--- config.mk ---
export PLATFORM = sky130hd
export DESIGN_NAME = imu_multiply_unit
export DESIGN_NICKNAME = d
export VERILOG_FILES = /design/src/core/imu_mult_core.v /design/src/core/imu_multiply_unit.v
export VERILOG_INCLUDE_DIRS = /design/src /design/src/core
export SDC_FILE = /design/constraint.sdc
export NUM_CORES = 1
export LEC_CHECK = 0
export BUFFER_PORTS_ARGS = -buffer_cell sky130_fd_sc_hd__buf_2
export CAP_MARGIN = 20
export CORE_UTILIZATION = 53
export CTS_CLUSTER_SIZE = 12
export DETAILED_ROUTE_END_ITERATION = 8
export PLACE_DENSITY_LB_ADDON = 0.1
export SYNTH_ARGS = -nofsm -noshare
export SYNTH_HDL_FRONTEND = slang
export SYNTH_SLANG_ARGS = --single-unit
--- constraint.sdc ---
create_clock -name clk -period 8.7 [get_ports clk]
set_clock_uncertainty 0.2 [all_clocks]
set_input_delay 1.74 -clock clk [delete_from_list [all_inputs] [get_ports clk]]
set_output_delay 1.74 -clock clk [all_outputs]
set_load 0.03 [all_outputs]
--- src/core/imu_consts.vh ---
// Constants of the integer multiply unit: opcode fields, encodings and flag positions.
`ifndef IMU_CONSTS_VH
`define IMU_CONSTS_VH
`define IMU_WORD_OPC 4'hc
`define IMU_WORD_OPC_HI 15
`define IMU_WORD_OPC_LO 12
`define IMU_WORD_REG_HI 11
`define IMU_WORD_REG_LO 9
`define IMU_WORD_OPM_HI 8
`define IMU_WORD_OPM_LO 6
`define IMU_OPM_SIGNED 3'h7
`define IMU_OPM_UNSIGNED 3'h3
`define IMU_LONG_OPC 10'h130
`define IMU_LONG_OPC_HI 15
`define IMU_LONG_OPC_LO 6
`define IMU_EXT_LOW_HI 14
`define IMU_EXT_LOW_LO 12
`define IMU_EXT_SIGN_BIT 11
`define IMU_EXT_SIZE_BIT 10
`define IMU_EXT_HIGH_HI 2
`define IMU_EXT_HIGH_LO 0
`define IMU_EA_MODE_HI 5
`define IMU_EA_MODE_LO 3
`define IMU_EA_REG_HI 2
`define IMU_EA_REG_LO 0
`define IMU_MODE_DREG 3'h0
`define IMU_MODE_AREG 3'h1
`define IMU_MODE_EXT 3'h7
`define IMU_EXT_ABSW 3'h0
`define IMU_EXT_ABSL 3'h1
`define IMU_EXT_PCD16 3'h2
`define IMU_EXT_PCIDX 3'h3
`define IMU_EXT_IMM 3'h4
`define IMU_CCR_C 0
`define IMU_CCR_V 1
`define IMU_CCR_Z 2
`define IMU_CCR_N 3
`define IMU_CCR_X 4
`define IMU_CCR_RST 5'h00
`endif

--- src/core/imu_mult_core.v ---
// Multi-cycle shift-add multiplier for signed and unsigned 32x32 operands.
`timescale 1ns/1ps
`include "imu_consts.vh"
module imu_mult_core #(
  parameter WIDTH = 32
) (
  clk,
  sys_rst,
  clkEn,
  start,
  signedOp,
  opA,
  opB,
  busy,
  done,
  product
);
  input wire clk;
  input wire sys_rst;
  input wire clkEn;
  input wire start;
  input wire signedOp;
  input wire [WIDTH-1:0] opA;
  input wire [WIDTH-1:0] opB;
  output wire busy;
  output reg done;
  output reg [2*WIDTH-1:0] product;

  localparam CW = 7;
  localparam [31:0] STEPS = WIDTH;
  reg [CW-1:0] count_r;
  reg busy_r;
  reg neg_r;
  reg [WIDTH-1:0] mcand_r;
  reg [2*WIDTH-1:0] acc_r;
  reg [WIDTH:0] sum;

  // Magnitude of an operand, taking its sign into account when signed.
  function [WIDTH-1:0] magOf;
    input [WIDTH-1:0] v;
    input sgn;
    begin
      if (sgn && v[WIDTH-1]) begin
        magOf = ~v + {{(WIDTH-1){1'b0}}, 1'b1};
      end else begin
        magOf = v;
      end
    end
  endfunction

  assign busy = busy_r;

  always @* begin
    sum = {1'b0, acc_r[2*WIDTH-1:WIDTH]};
    if (acc_r[0]) begin
      sum = {1'b0, acc_r[2*WIDTH-1:WIDTH]} + {1'b0, mcand_r};
    end
  end

  // Operands become magnitudes; the sign is reapplied once the product is complete.
  always @(posedge clk or posedge sys_rst) begin
    if (sys_rst) begin
      count_r <= 7'h00;
      busy_r <= 1'b0;
      neg_r <= 1'b0;
      mcand_r <= {WIDTH{1'b0}};
      acc_r <= {(2*WIDTH){1'b0}};
      done <= 1'b0;
      product <= {(2*WIDTH){1'b0}};
    end else if (clkEn) begin
      done <= 1'b0;
      if (start && !busy_r) begin
        busy_r <= 1'b1;
        count_r <= STEPS[CW-1:0];
        neg_r <= signedOp & (opA[WIDTH-1] ^ opB[WIDTH-1]);
        mcand_r <= magOf(opA, signedOp);
        acc_r <= {{WIDTH{1'b0}}, magOf(opB, signedOp)};
      end else if (busy_r) begin
        if (count_r == 7'h00) begin
          busy_r <= 1'b0;
          done <= 1'b1;
          if (neg_r) begin
            product <= ~acc_r + {{(2*WIDTH-1){1'b0}}, 1'b1};
          end else begin
            product <= acc_r;
          end
        end else begin
          acc_r <= {sum, acc_r[WIDTH-1:1]};
          count_r <= count_r - 7'h01;
        end
      end
    end
  end
endmodule

--- src/core/imu_multiply_unit.v ---
// Integer multiply unit: decode, operand select, register writeback and flags.
//
// Contract
// - The signed multiply treats both operands as two's complement and yields a signed product.
// - The unsigned multiply treats both operands as unsigned and yields an unsigned product.
// - The word form uses only the low 16 bits of a register operand and writes all 32 bits.
// - A 32-bit long-form result keeps the low 32 bits of the 64-bit product.
// - Negative follows the result sign, zero marks an all-zero result, carry clears, extend holds.
// - Overflow can be set only by the long form with a 32-bit result, else it clears.
// - Signed 32-bit result overflows when the upper half is not the sign extension of bit 31.
// - Unsigned 32-bit result overflows when any upper-half bit is one.
// - Word form bits 11..9 name the destination and bits 8..6 give 111 signed, 011 unsigned.
// - In the long form the low-product register supplies the multiplicand and takes the low half.
// - Size 0 returns 32 bits to the low-product register, size 1 returns 64 bits over two.
// - A 64-bit result puts the high half in the high-product register; equal fields are undefined.
// - The source comes from a data addressing mode, never address register direct.
//
// The address map and the plain strobed port were decided locally.
`timescale 1ns/1ps
`include "imu_consts.vh"
module imu_multiply_unit #(
  parameter WIDTH = 32
) (
  clk,
  sys_rst,
  clkEn,
  issue,
  opWord,
  extWord,
  eaOperand,
  ccrIn,
  regRdIdxA,
  regRdDataA,
  regRdIdxB,
  regRdDataB,
  busy,
  accept,
  illegal,
  done,
  regWrEnLow,
  regWrIdxLow,
  regWrDataLow,
  regWrEnHigh,
  regWrIdxHigh,
  regWrDataHigh,
  ccrWrEn,
  ccrOut
);
  input wire clk;
  input wire sys_rst;
  input wire clkEn;
  input wire issue;
  input wire [15:0] opWord;
  input wire [15:0] extWord;
  input wire [WIDTH-1:0] eaOperand;
  input wire [4:0] ccrIn;
  output wire [2:0] regRdIdxA;
  input wire [WIDTH-1:0] regRdDataA;
  output wire [2:0] regRdIdxB;
  input wire [WIDTH-1:0] regRdDataB;
  output wire busy;
  output wire accept;
  output wire illegal;
  output reg done;
  output reg regWrEnLow;
  output reg [2:0] regWrIdxLow;
  output reg [WIDTH-1:0] regWrDataLow;
  output reg regWrEnHigh;
  output reg [2:0] regWrIdxHigh;
  output reg [WIDTH-1:0] regWrDataHigh;
  output reg ccrWrEn;
  output reg [4:0] ccrOut;

  localparam HALF = WIDTH / 2;
  localparam ST_IDLE = 2'h0;
  localparam ST_RUN = 2'h1;
  localparam ST_WB = 2'h2;

  // ====================================================================
  // Decode
  // ====================================================================
  wire [2:0] eaMode;
  wire [2:0] eaReg;
  wire [2:0] opMode;
  wire isWord;
  wire isLong;
  wire eaOk;
  wire wordSigned;
  wire longSigned;
  wire longSize;
  wire [2:0] lowIdx;
  wire [2:0] highIdx;
  wire [2:0] wordDst;

  // Data addressing modes: everything except address register direct and reserved codes.
  function eaIsData;
    input [2:0] mode;
    input [2:0] reg3;
    begin
      if (mode == `IMU_MODE_AREG) begin
        eaIsData = 1'b0;
      end else if (mode == `IMU_MODE_EXT) begin
        eaIsData = (reg3 == `IMU_EXT_ABSW) || (reg3 == `IMU_EXT_ABSL) ||
          (reg3 == `IMU_EXT_PCD16) || (reg3 == `IMU_EXT_PCIDX) ||
          (reg3 == `IMU_EXT_IMM);
      end else begin
        eaIsData = 1'b1;
      end
    end
  endfunction

  assign eaMode = opWord[`IMU_EA_MODE_HI:`IMU_EA_MODE_LO];
  assign eaReg = opWord[`IMU_EA_REG_HI:`IMU_EA_REG_LO];
  assign opMode = opWord[`IMU_WORD_OPM_HI:`IMU_WORD_OPM_LO];
  assign wordDst = opWord[`IMU_WORD_REG_HI:`IMU_WORD_REG_LO];
  assign eaOk = eaIsData(eaMode, eaReg);
  assign isWord = (opWord[`IMU_WORD_OPC_HI:`IMU_WORD_OPC_LO] == `IMU_WORD_OPC) &&
    ((opMode == `IMU_OPM_SIGNED) || (opMode == `IMU_OPM_UNSIGNED));
  assign isLong = (opWord[`IMU_LONG_OPC_HI:`IMU_LONG_OPC_LO] == `IMU_LONG_OPC) &&
    (extWord[15] == 1'b0) && (extWord[9:3] == 7'h00);
  assign wordSigned = (opMode == `IMU_OPM_SIGNED);
  assign longSigned = extWord[`IMU_EXT_SIGN_BIT];
  assign longSize = extWord[`IMU_EXT_SIZE_BIT];
  assign lowIdx = extWord[`IMU_EXT_LOW_HI:`IMU_EXT_LOW_LO];
  assign highIdx = extWord[`IMU_EXT_HIGH_HI:`IMU_EXT_HIGH_LO];

  // ====================================================================
  // Operand selection
  // ====================================================================
  reg [1:0] state_r;
  reg [1:0] state_nxt;
  reg wordForm_r;
  reg signed_r;
  reg size64_r;
  reg [2:0] lowIdx_r;
  reg [2:0] highIdx_r;
  reg [WIDTH-1:0] srcFull;
  reg [WIDTH-1:0] opA;
  reg [WIDTH-1:0] opB;
  wire idle;
  wire startMul;
  wire mulBusy;
  wire mulDone;
  wire [2*WIDTH-1:0] product;

  assign idle = (state_r == ST_IDLE);
  assign busy = !idle;
  assign regRdIdxA = isWord ? wordDst : lowIdx;
  assign regRdIdxB = eaReg;
  assign illegal = idle && issue && !((isWord || isLong) && eaOk);
  assign accept = idle && issue && (isWord || isLong) && eaOk;
  assign startMul = accept && clkEn;

  // Word operands are sign or zero extended from bit 15; upper halves are dropped.
  function [WIDTH-1:0] wordExt;
    input [WIDTH-1:0] v;
    input sgn;
    begin
      wordExt = {{HALF{sgn & v[HALF-1]}}, v[HALF-1:0]};
    end
  endfunction

  always @* begin
    srcFull = eaOperand;
    if (eaMode == `IMU_MODE_DREG) begin
      srcFull = regRdDataB;
    end
    if (isWord) begin
      opA = wordExt(regRdDataA, wordSigned);
      opB = wordExt(srcFull, wordSigned);
    end else begin
      opA = regRdDataA;
      opB = srcFull;
    end
  end

  imu_mult_core #(
    .WIDTH(WIDTH)
  ) u_core (
    .clk(clk),
    .sys_rst(sys_rst),
    .clkEn(clkEn),
    .start(startMul),
    .signedOp(isWord ? wordSigned : longSigned),
    .opA(opA),
    .opB(opB),
    .busy(mulBusy),
    .done(mulDone),
    .product(product)
  );

  // ====================================================================
  // Control
  // ====================================================================
  always @* begin
    state_nxt = state_r;
    case (state_r)
      ST_IDLE: begin
        if (accept) begin
          state_nxt = ST_RUN;
        end
      end
      ST_RUN: begin
        if (mulDone) begin
          state_nxt = ST_WB;
        end
      end
      ST_WB: begin
        state_nxt = ST_IDLE;
      end
      default: begin
        state_nxt = ST_IDLE;
      end
    endcase
  end

  always @(posedge clk or posedge sys_rst) begin
    if (sys_rst) begin
      state_r <= ST_IDLE;
      wordForm_r <= 1'b0;
      signed_r <= 1'b0;
      size64_r <= 1'b0;
      lowIdx_r <= 3'h0;
      highIdx_r <= 3'h0;
    end else if (clkEn) begin
      state_r <= state_nxt;
      if (accept) begin
        wordForm_r <= isWord;
        signed_r <= isWord ? wordSigned : longSigned;
        size64_r <= isLong & longSize;
        lowIdx_r <= isWord ? wordDst : lowIdx;
        highIdx_r <= highIdx;
      end
    end
  end

  // ====================================================================
  // Result and flags
  // ====================================================================
  wire [WIDTH-1:0] lowHalf;
  wire [WIDTH-1:0] highHalf;
  wire ovfSigned;
  wire ovfUnsigned;
  wire ovf;
  wire resNeg;
  wire resZero;

  assign lowHalf = product[WIDTH-1:0];
  assign highHalf = product[2*WIDTH-1:WIDTH];
  assign ovfSigned = (highHalf != {WIDTH{lowHalf[WIDTH-1]}});
  assign ovfUnsigned = (highHalf != {WIDTH{1'b0}});
  assign ovf = !wordForm_r && !size64_r && (signed_r ? ovfSigned : ovfUnsigned);
  assign resNeg = size64_r ? highHalf[WIDTH-1] : lowHalf[WIDTH-1];
  assign resZero = size64_r ? (product == {(2*WIDTH){1'b0}}) :
    (lowHalf == {WIDTH{1'b0}});

  // Outputs update only from the finished product, a single cycle after it lands.
  always @(posedge clk or posedge sys_rst) begin
    if (sys_rst) begin
      done <= 1'b0;
      regWrEnLow <= 1'b0;
      regWrIdxLow <= 3'h0;
      regWrDataLow <= {WIDTH{1'b0}};
      regWrEnHigh <= 1'b0;
      regWrIdxHigh <= 3'h0;
      regWrDataHigh <= {WIDTH{1'b0}};
      ccrWrEn <= 1'b0;
      ccrOut <= `IMU_CCR_RST;
    end else if (clkEn) begin
      done <= 1'b0;
      regWrEnLow <= 1'b0;
      regWrEnHigh <= 1'b0;
      ccrWrEn <= 1'b0;
      if (state_r == ST_RUN && mulDone) begin
        done <= 1'b1;
        regWrEnLow <= 1'b1;
        regWrIdxLow <= lowIdx_r;
        regWrDataLow <= lowHalf;
        regWrEnHigh <= size64_r;
        regWrIdxHigh <= highIdx_r;
        regWrDataHigh <= highHalf;
        ccrWrEn <= 1'b1;
        ccrOut[`IMU_CCR_X] <= ccrIn[`IMU_CCR_X];
        ccrOut[`IMU_CCR_N] <= resNeg;
        ccrOut[`IMU_CCR_Z] <= resZero;
        ccrOut[`IMU_CCR_V] <= ovf;
        ccrOut[`IMU_CCR_C] <= 1'b0;
      end
    end
  end
endmodule

# --- After elaboration in Yosys (flattened, before gate mapping) ---
# Index checks and enable logic that the tools add are counted.
# Widths: inputs -> output; s select.
op_classes:
  eq_ne: 15
  reduce_logical: 41
  muxes: 31
  bitwise_logic: 10
  add_sub_neg: 5
ops:
  columns: ["op", "n"]
  rows:
  - ["$mux 64", 4]
  - ["$mux 32", 5]
  - ["$add 32x1->32 const B", 2]
  - ["$add 64x1->64 const B", 1]
  - ["$logic_not 64->1", 1]
  - ["$not 32->32", 2]
  - ["$not 64->64", 1]
  - ["$add 32x32->33", 1]
  - ["$mux 33", 1]
  - ["$logic_not 32->1", 1]
  - ["$ne 32x32->1", 1]
  - ["$reduce_bool 32->1", 1]
  - ["$mux 7", 3]
  - ["$logic_and 1x1->1", 15]
  - ["$logic_not 7->1", 2]
  - ["$mux 1", 14]
  - ["$eq 10x9->1 const B", 1]
  - ["$eq 3x2->1 const B", 3]
  - ["$eq 3x3->1 const B", 3]
  - ["$sub 7x1->7 const B", 1]
  - ["$eq 3x1->1 const B", 2]
  - ["$logic_not 3->1", 2]
  - ["$logic_or 1x1->1", 6]
  - ["$reduce_and 2->1", 3]
  - ["other kinds (15)", 26]
word_totals:
  regBits: 257
  word_cells: 122
  input_bits: 137
  output_inout_bits: 88

# --- Depth between registers and ports, before layout ---
logic_depth:
  word_depth: 12
  depth_mapped: 12
  depth_no_buf: 11

# --- Hierarchy ---
# A second synthesis with hierarchy kept.
hier_totals:
  cells_unflattened: 1643
  area_unflattened_um2: 15449.8
by_module_without_submodules:
  columns: ["mod", "n_inst", "area_per_inst_um2", "seq_area_each_um2", "cells_each"]
  rows:
  - ["imu_mult_core", 1, 11106.9, 4254.1, 1290]
  - ["imu_multiply_unit", 1, 4342.9, 2177.1, 353]

# --- Worst setup path after synthesis ---
# Ideal clock, no wire load.
synth_timing:
  kind: "in2out"
  from: "input port opWord[13]"
  to: "output port regRdIdxA[0]"
  required_ps: 6760
  path_buffers: 3
  path_stages: 7
  t_arrival_ps: 3631
  slack_ps: 3129
  cell_sequence: "nor3b_1 -> and2_1 -> clkbuf_1 -> clkbuf_1 -> clkbuf_1 -> nand2_1 -> nand2_1"
synth_between:
  elab_chain_len: 3
synth_lines:
  columns: ["item", "line", "rtl"]
  rows:
  - ["start, declared", "imu_multiply_unit.v:53", "input wire [15:0] opWord;"]
  - ["$eq 4x4->1 (no line)", null, null]
  - ["$logic_and 1x1->1", "imu_multiply_unit.v:117", "assign isWord = (opWord[`IMU_WORD_OPC_HI:`IMU_WORD_OPC_LO] == `IMU_WORD_OPC) &&"]
  - ["$mux 3", "imu_multiply_unit.v:148", "assign regRdIdxA = isWord ? wordDst : lowIdx;"]
  - ["end, declared", "imu_multiply_unit.v:57", "output wire [2:0] regRdIdxA;"]
# No other way between the ends.

# --- Worst setup path after layout ---
layout_timing:
  from: "input port opWord[8]"
  to: "output port accept"
layout_between:
  elab_chain_len: 6
  elab_cells_between_ends: 10
  cone_classes: "3 x eq/ne; 7 x reduce/logical"
layout_lines:
  columns: ["item", "line", "rtl"]
  rows:
  - ["$eq 10x9->1 (no line), or another cell as far along", null, null]
  - ["$logic_and 1x1->1 / $logic_or 1x1->1 (equally long branches)", "imu_multiply_unit.v:119, imu_multiply_unit.v:118", null]
  - ["$logic_and 1x1->1 (on tied branches)", "imu_multiply_unit.v:119, imu_multiply_unit.v:117", null]
  - ["$logic_or 1x1->1 (*)", "imu_multiply_unit.v:151", "assign accept = idle && issue && (isWord || isLong) && eaOk;"]
  - ["$logic_and 1x1->1 (*) (2 in a row)", "imu_multiply_unit.v:151", null]
  - ["end, declared", "imu_multiply_unit.v:62", "output wire accept;"]
# Mark *: on every way between the ends. The rest lies on a longest branch, timed or not.

==> key figures <==
Logic synthesis
  – Synth top area cells: dfrtp_1, nand2_1, o21ai_0, mux2_2, xor2_1
  – Post-synth EDFFs: 0
  – Mapped Avg Cell Area: 9.01 um2
  – Top cell type's share of synthesized area: 0.411
  – Synth Cell Area: 0.0157 mm2
  – Asr flop ratio synth: 1.00
  – Top FF cell, synth: dfrtp_1
  – Area leader, netlist: dfrtp_1
  – Synth cell types: a little under 80
  – Sequential area share after synthesis: 0.411
  – Synthesized flop and latch total: between 200 and 300
  – Syn Inst Count: 1737
  – YS warnings: 0
  – Syn Nets: roughly 1900

Drt
  – Vias/cell: about 6
  – Routed Wire Length: around 40000 um
  – DR iter-0 viols: 908
  – Number of nets still failing antenna checks after routing: 0
  – Drt first pass iters: 5
  – Residual DRC: 0
  – Via count: between 10000 and 15000
  – Avg WL per Cell: 17.2 um

Clock network
  – CTS clock-pin slew for the worst setup and hold paths: 60 ps
  – Clock sink count: between 200 and 300
  – Clk_lat worst skew: 530 ps
  – Cts hold-fix bufs: 0
  – TritonCTS clock tree: done
  – CTS buffer count: 28
  – H-tree depth: 1
  – Setup Buffers After CTS: 0
  – Root buffer selected by CTS: clkbuf_16
  – Max Buffers Root-to-Sink: 3
  – Post-CTS sizing: 0

Die
  – Core box area: 0.0289 mm2
  – Die height: 174 um
  – Number of core rows: 62
  – Die Span X: 174 um
  – Initial Util: 0.542
  – I/O pin total: roughly 230
  – Die ar.: 0.0302 mm2

Pwr
  – Final Total Pwr: 4.35 mW
  – Worst VDD drop: about 0.16 mV
  – Lkg Pwr: approximately 8.3 nW
  – PD cells: 242 mW/mm2

GRT
  – Vias in the first global route: roughly 12000
  – Overflow after GRT: 0
  – Global-route wire length before repair: roughly 65000 um
  – GRT Total Usage: 0.260
  – Met2 Use GR: 0.377
  – GRT busiest layer: met1
  – Initial antenna violation count: 0
  – M1 GR Usage: 0.415
  – Largest net degree at the start of global routing: ~170
  – GR Util met3: 0.0272

Critical path
  – Crit Path Max Fanout: 8
  – Critical Path Source Type: input pin
  – Critical path's top delay family: simple AND/OR/NAND/NOR gates
  – CP startpoint: opWord[8]
  – Critical Path Stages: 6
  – Reg2reg end: u_core.product[50]
  – Flop2flop setup slack: roughly 4600 ps
  – Req. time, crit path: between 6000 and 7000 ps
  – Crit. End Element: output port
  – CP arrival: 4280 ps
  – CP cell instances: buf_2 > or4_1 > nor4_1 > nand4_1 > a211oi_1 > buf_2
  – Worst setup path endpoint: accept
  – Reg-to-reg startpoint: u_core.acc_r[0]
  – CP most frequent cell: buf_2
  – WP buf/inv: 2
  – Crit Path Category: in2out
  – CP max-delay cell: a211oi_1
  – R2R cell count: 10
  – Crit-path max cell delay: 830 ps

STA
  – Max Freq: 161 MHz
  – Setup ws final: ~2500 ps
  – Worst-margin pin slew: about 980 ps
  – Setup Viol. Count Final: 0
  – Hold Vio Cnt, Final: 0
  – Fin crit share: 0.715
  – Sum Neg Setup Slack: 0 ps
  – Fin. max-slew vios: 0
  – RSZ-0062 raised after global routing: false
  – Post-route minimum period: 6220 ps
  – Worst slew margin: 0.347

Place
  – Routability congestion estimate: roughly 0.89
  – PortBufs: about 220
  – Post-place setup slack: approximately 2500 ps
  – Hpwl dp: about 29000 um

Hold path
  – Hold Path Class: reg2reg

Cells and area
  – Share of cells above drive strength 1: 0.204
  – Commonest non-fill, non-tap cells in the layout: nand2_1, dfrtp_1, buf_2, o21ai_0, xor2_1
  – Area delta synth->final: 14.7%
  – Diodes inserted: 0
  – # nets final: 2069
  – Most common cell after layout, fill and taps aside: nand2_1

Flow run
  – Max Cap Violations: 0

Outcome
  – Status: finished, final reports clean
## cells in the mapped netlist, types with 37 or more instances
master    number
clkbuf_1      99
dfrtp_1      257
nor2_1        68
a21oi_1       90
mux2i_1       43
o21ai_0      190
mux2_2        80
ha_1          37
nand3_1       41
nor3_1        37
xor2_1       101
a31oi_1       46
nand2_1      258
nor4_1        37
## tightest hold or removal path: stages (launching register included)
cell     delay [ps]
dfrtp_1         330
nand2_1          50
o21ai_0          60
## how the worst min path moves through the flow
stage / start / to / slack, ps / cells after the start
after detailed placement: ccrOut[3] / ccrOut[3] / 270 / 2
after floorplan: u_core.mcand_r[31] / u_core.mcand_r[31] / 250 / 2
after global routing: regWrDataHigh[16] / regWrDataHigh[16] / 310 / 1
after global placement: u_core.neg_r / u_core.neg_r / 270 / 2
after CTS: ccrOut[3] / ccrOut[3] / 280 / 2
final: ccrOut[3] / ccrOut[3] / 280 / 2
## sequential cells by signal, indices dropped and copies added (netlist names), 2 cells and up
| name | flops |
|---|---|
| ccrOut | 4 |
| lowIdx_r | 3 |
| regWrDataLow | 32 |
| u_core.mcand_r | 32 |
| regWrIdxLow | 3 |
| u_core.count_r | 7 |
| regWrDataHigh | 32 |
| regWrIdxHigh | 3 |
| state_r | 2 |
| u_core.acc_r | 64 |
| u_core.product | 64 |
| highIdx_r | 3 |
## kinds of logic after synthesis
family / count (synthesis) / synth area share
AND/OR/NAND/NOR: 572 / 0.179
AO/OA/AOI/OAI: 480 / 0.186
flip-flops: 257 / 0.411
XOR/XNOR: 134 / 0.0750
buffers and inverters: 132 / 0.0333
multiplexers: 123 / 0.0851
adder cells (fa/ha/maj): 38 / 0.0309
other: 1 / 0.000240
## metal layers
| layer | vias up | part of all wire |
|---|---|---|
| li1 | 6648 | - |
| met1 | 6397 | 0.51 |
| met2 | 451 | 0.41 |
| met3 | 45 | 0.060 |
| met4 | 0 | 0.015 |
| met5 | - | 0 |
## through the flow
stage	cells	utilization	hold slack [ps]	instance area, um2
final	2293	0.622	276	17900
after CTS	2291	0.621	283	17900
after floorplan	1737	-	247	15700
after global placement	2246	0.588	268	17000
after detailed placement	2246	0.588	269	17000
after global routing	2293	0.622	306	17900
## where the power goes
part	leakage (nW)	internal (mW)	switching (mW)
clock	0.460	0.765	0.458
combinational	4.31	0.548	0.813
sequential	3.51	1.42	0.346
## layout make-up
type                       count  area (um2)
clock buffer                  36         772
fill                        2490       10900
multi-input combinational   1348        8740
clock inverter                 9         173
inverter                      22        86.3
tap                          384         480
timing repair buffer         237        1260
sequential                   257        6430
Power figures use the tool's default switching activity.
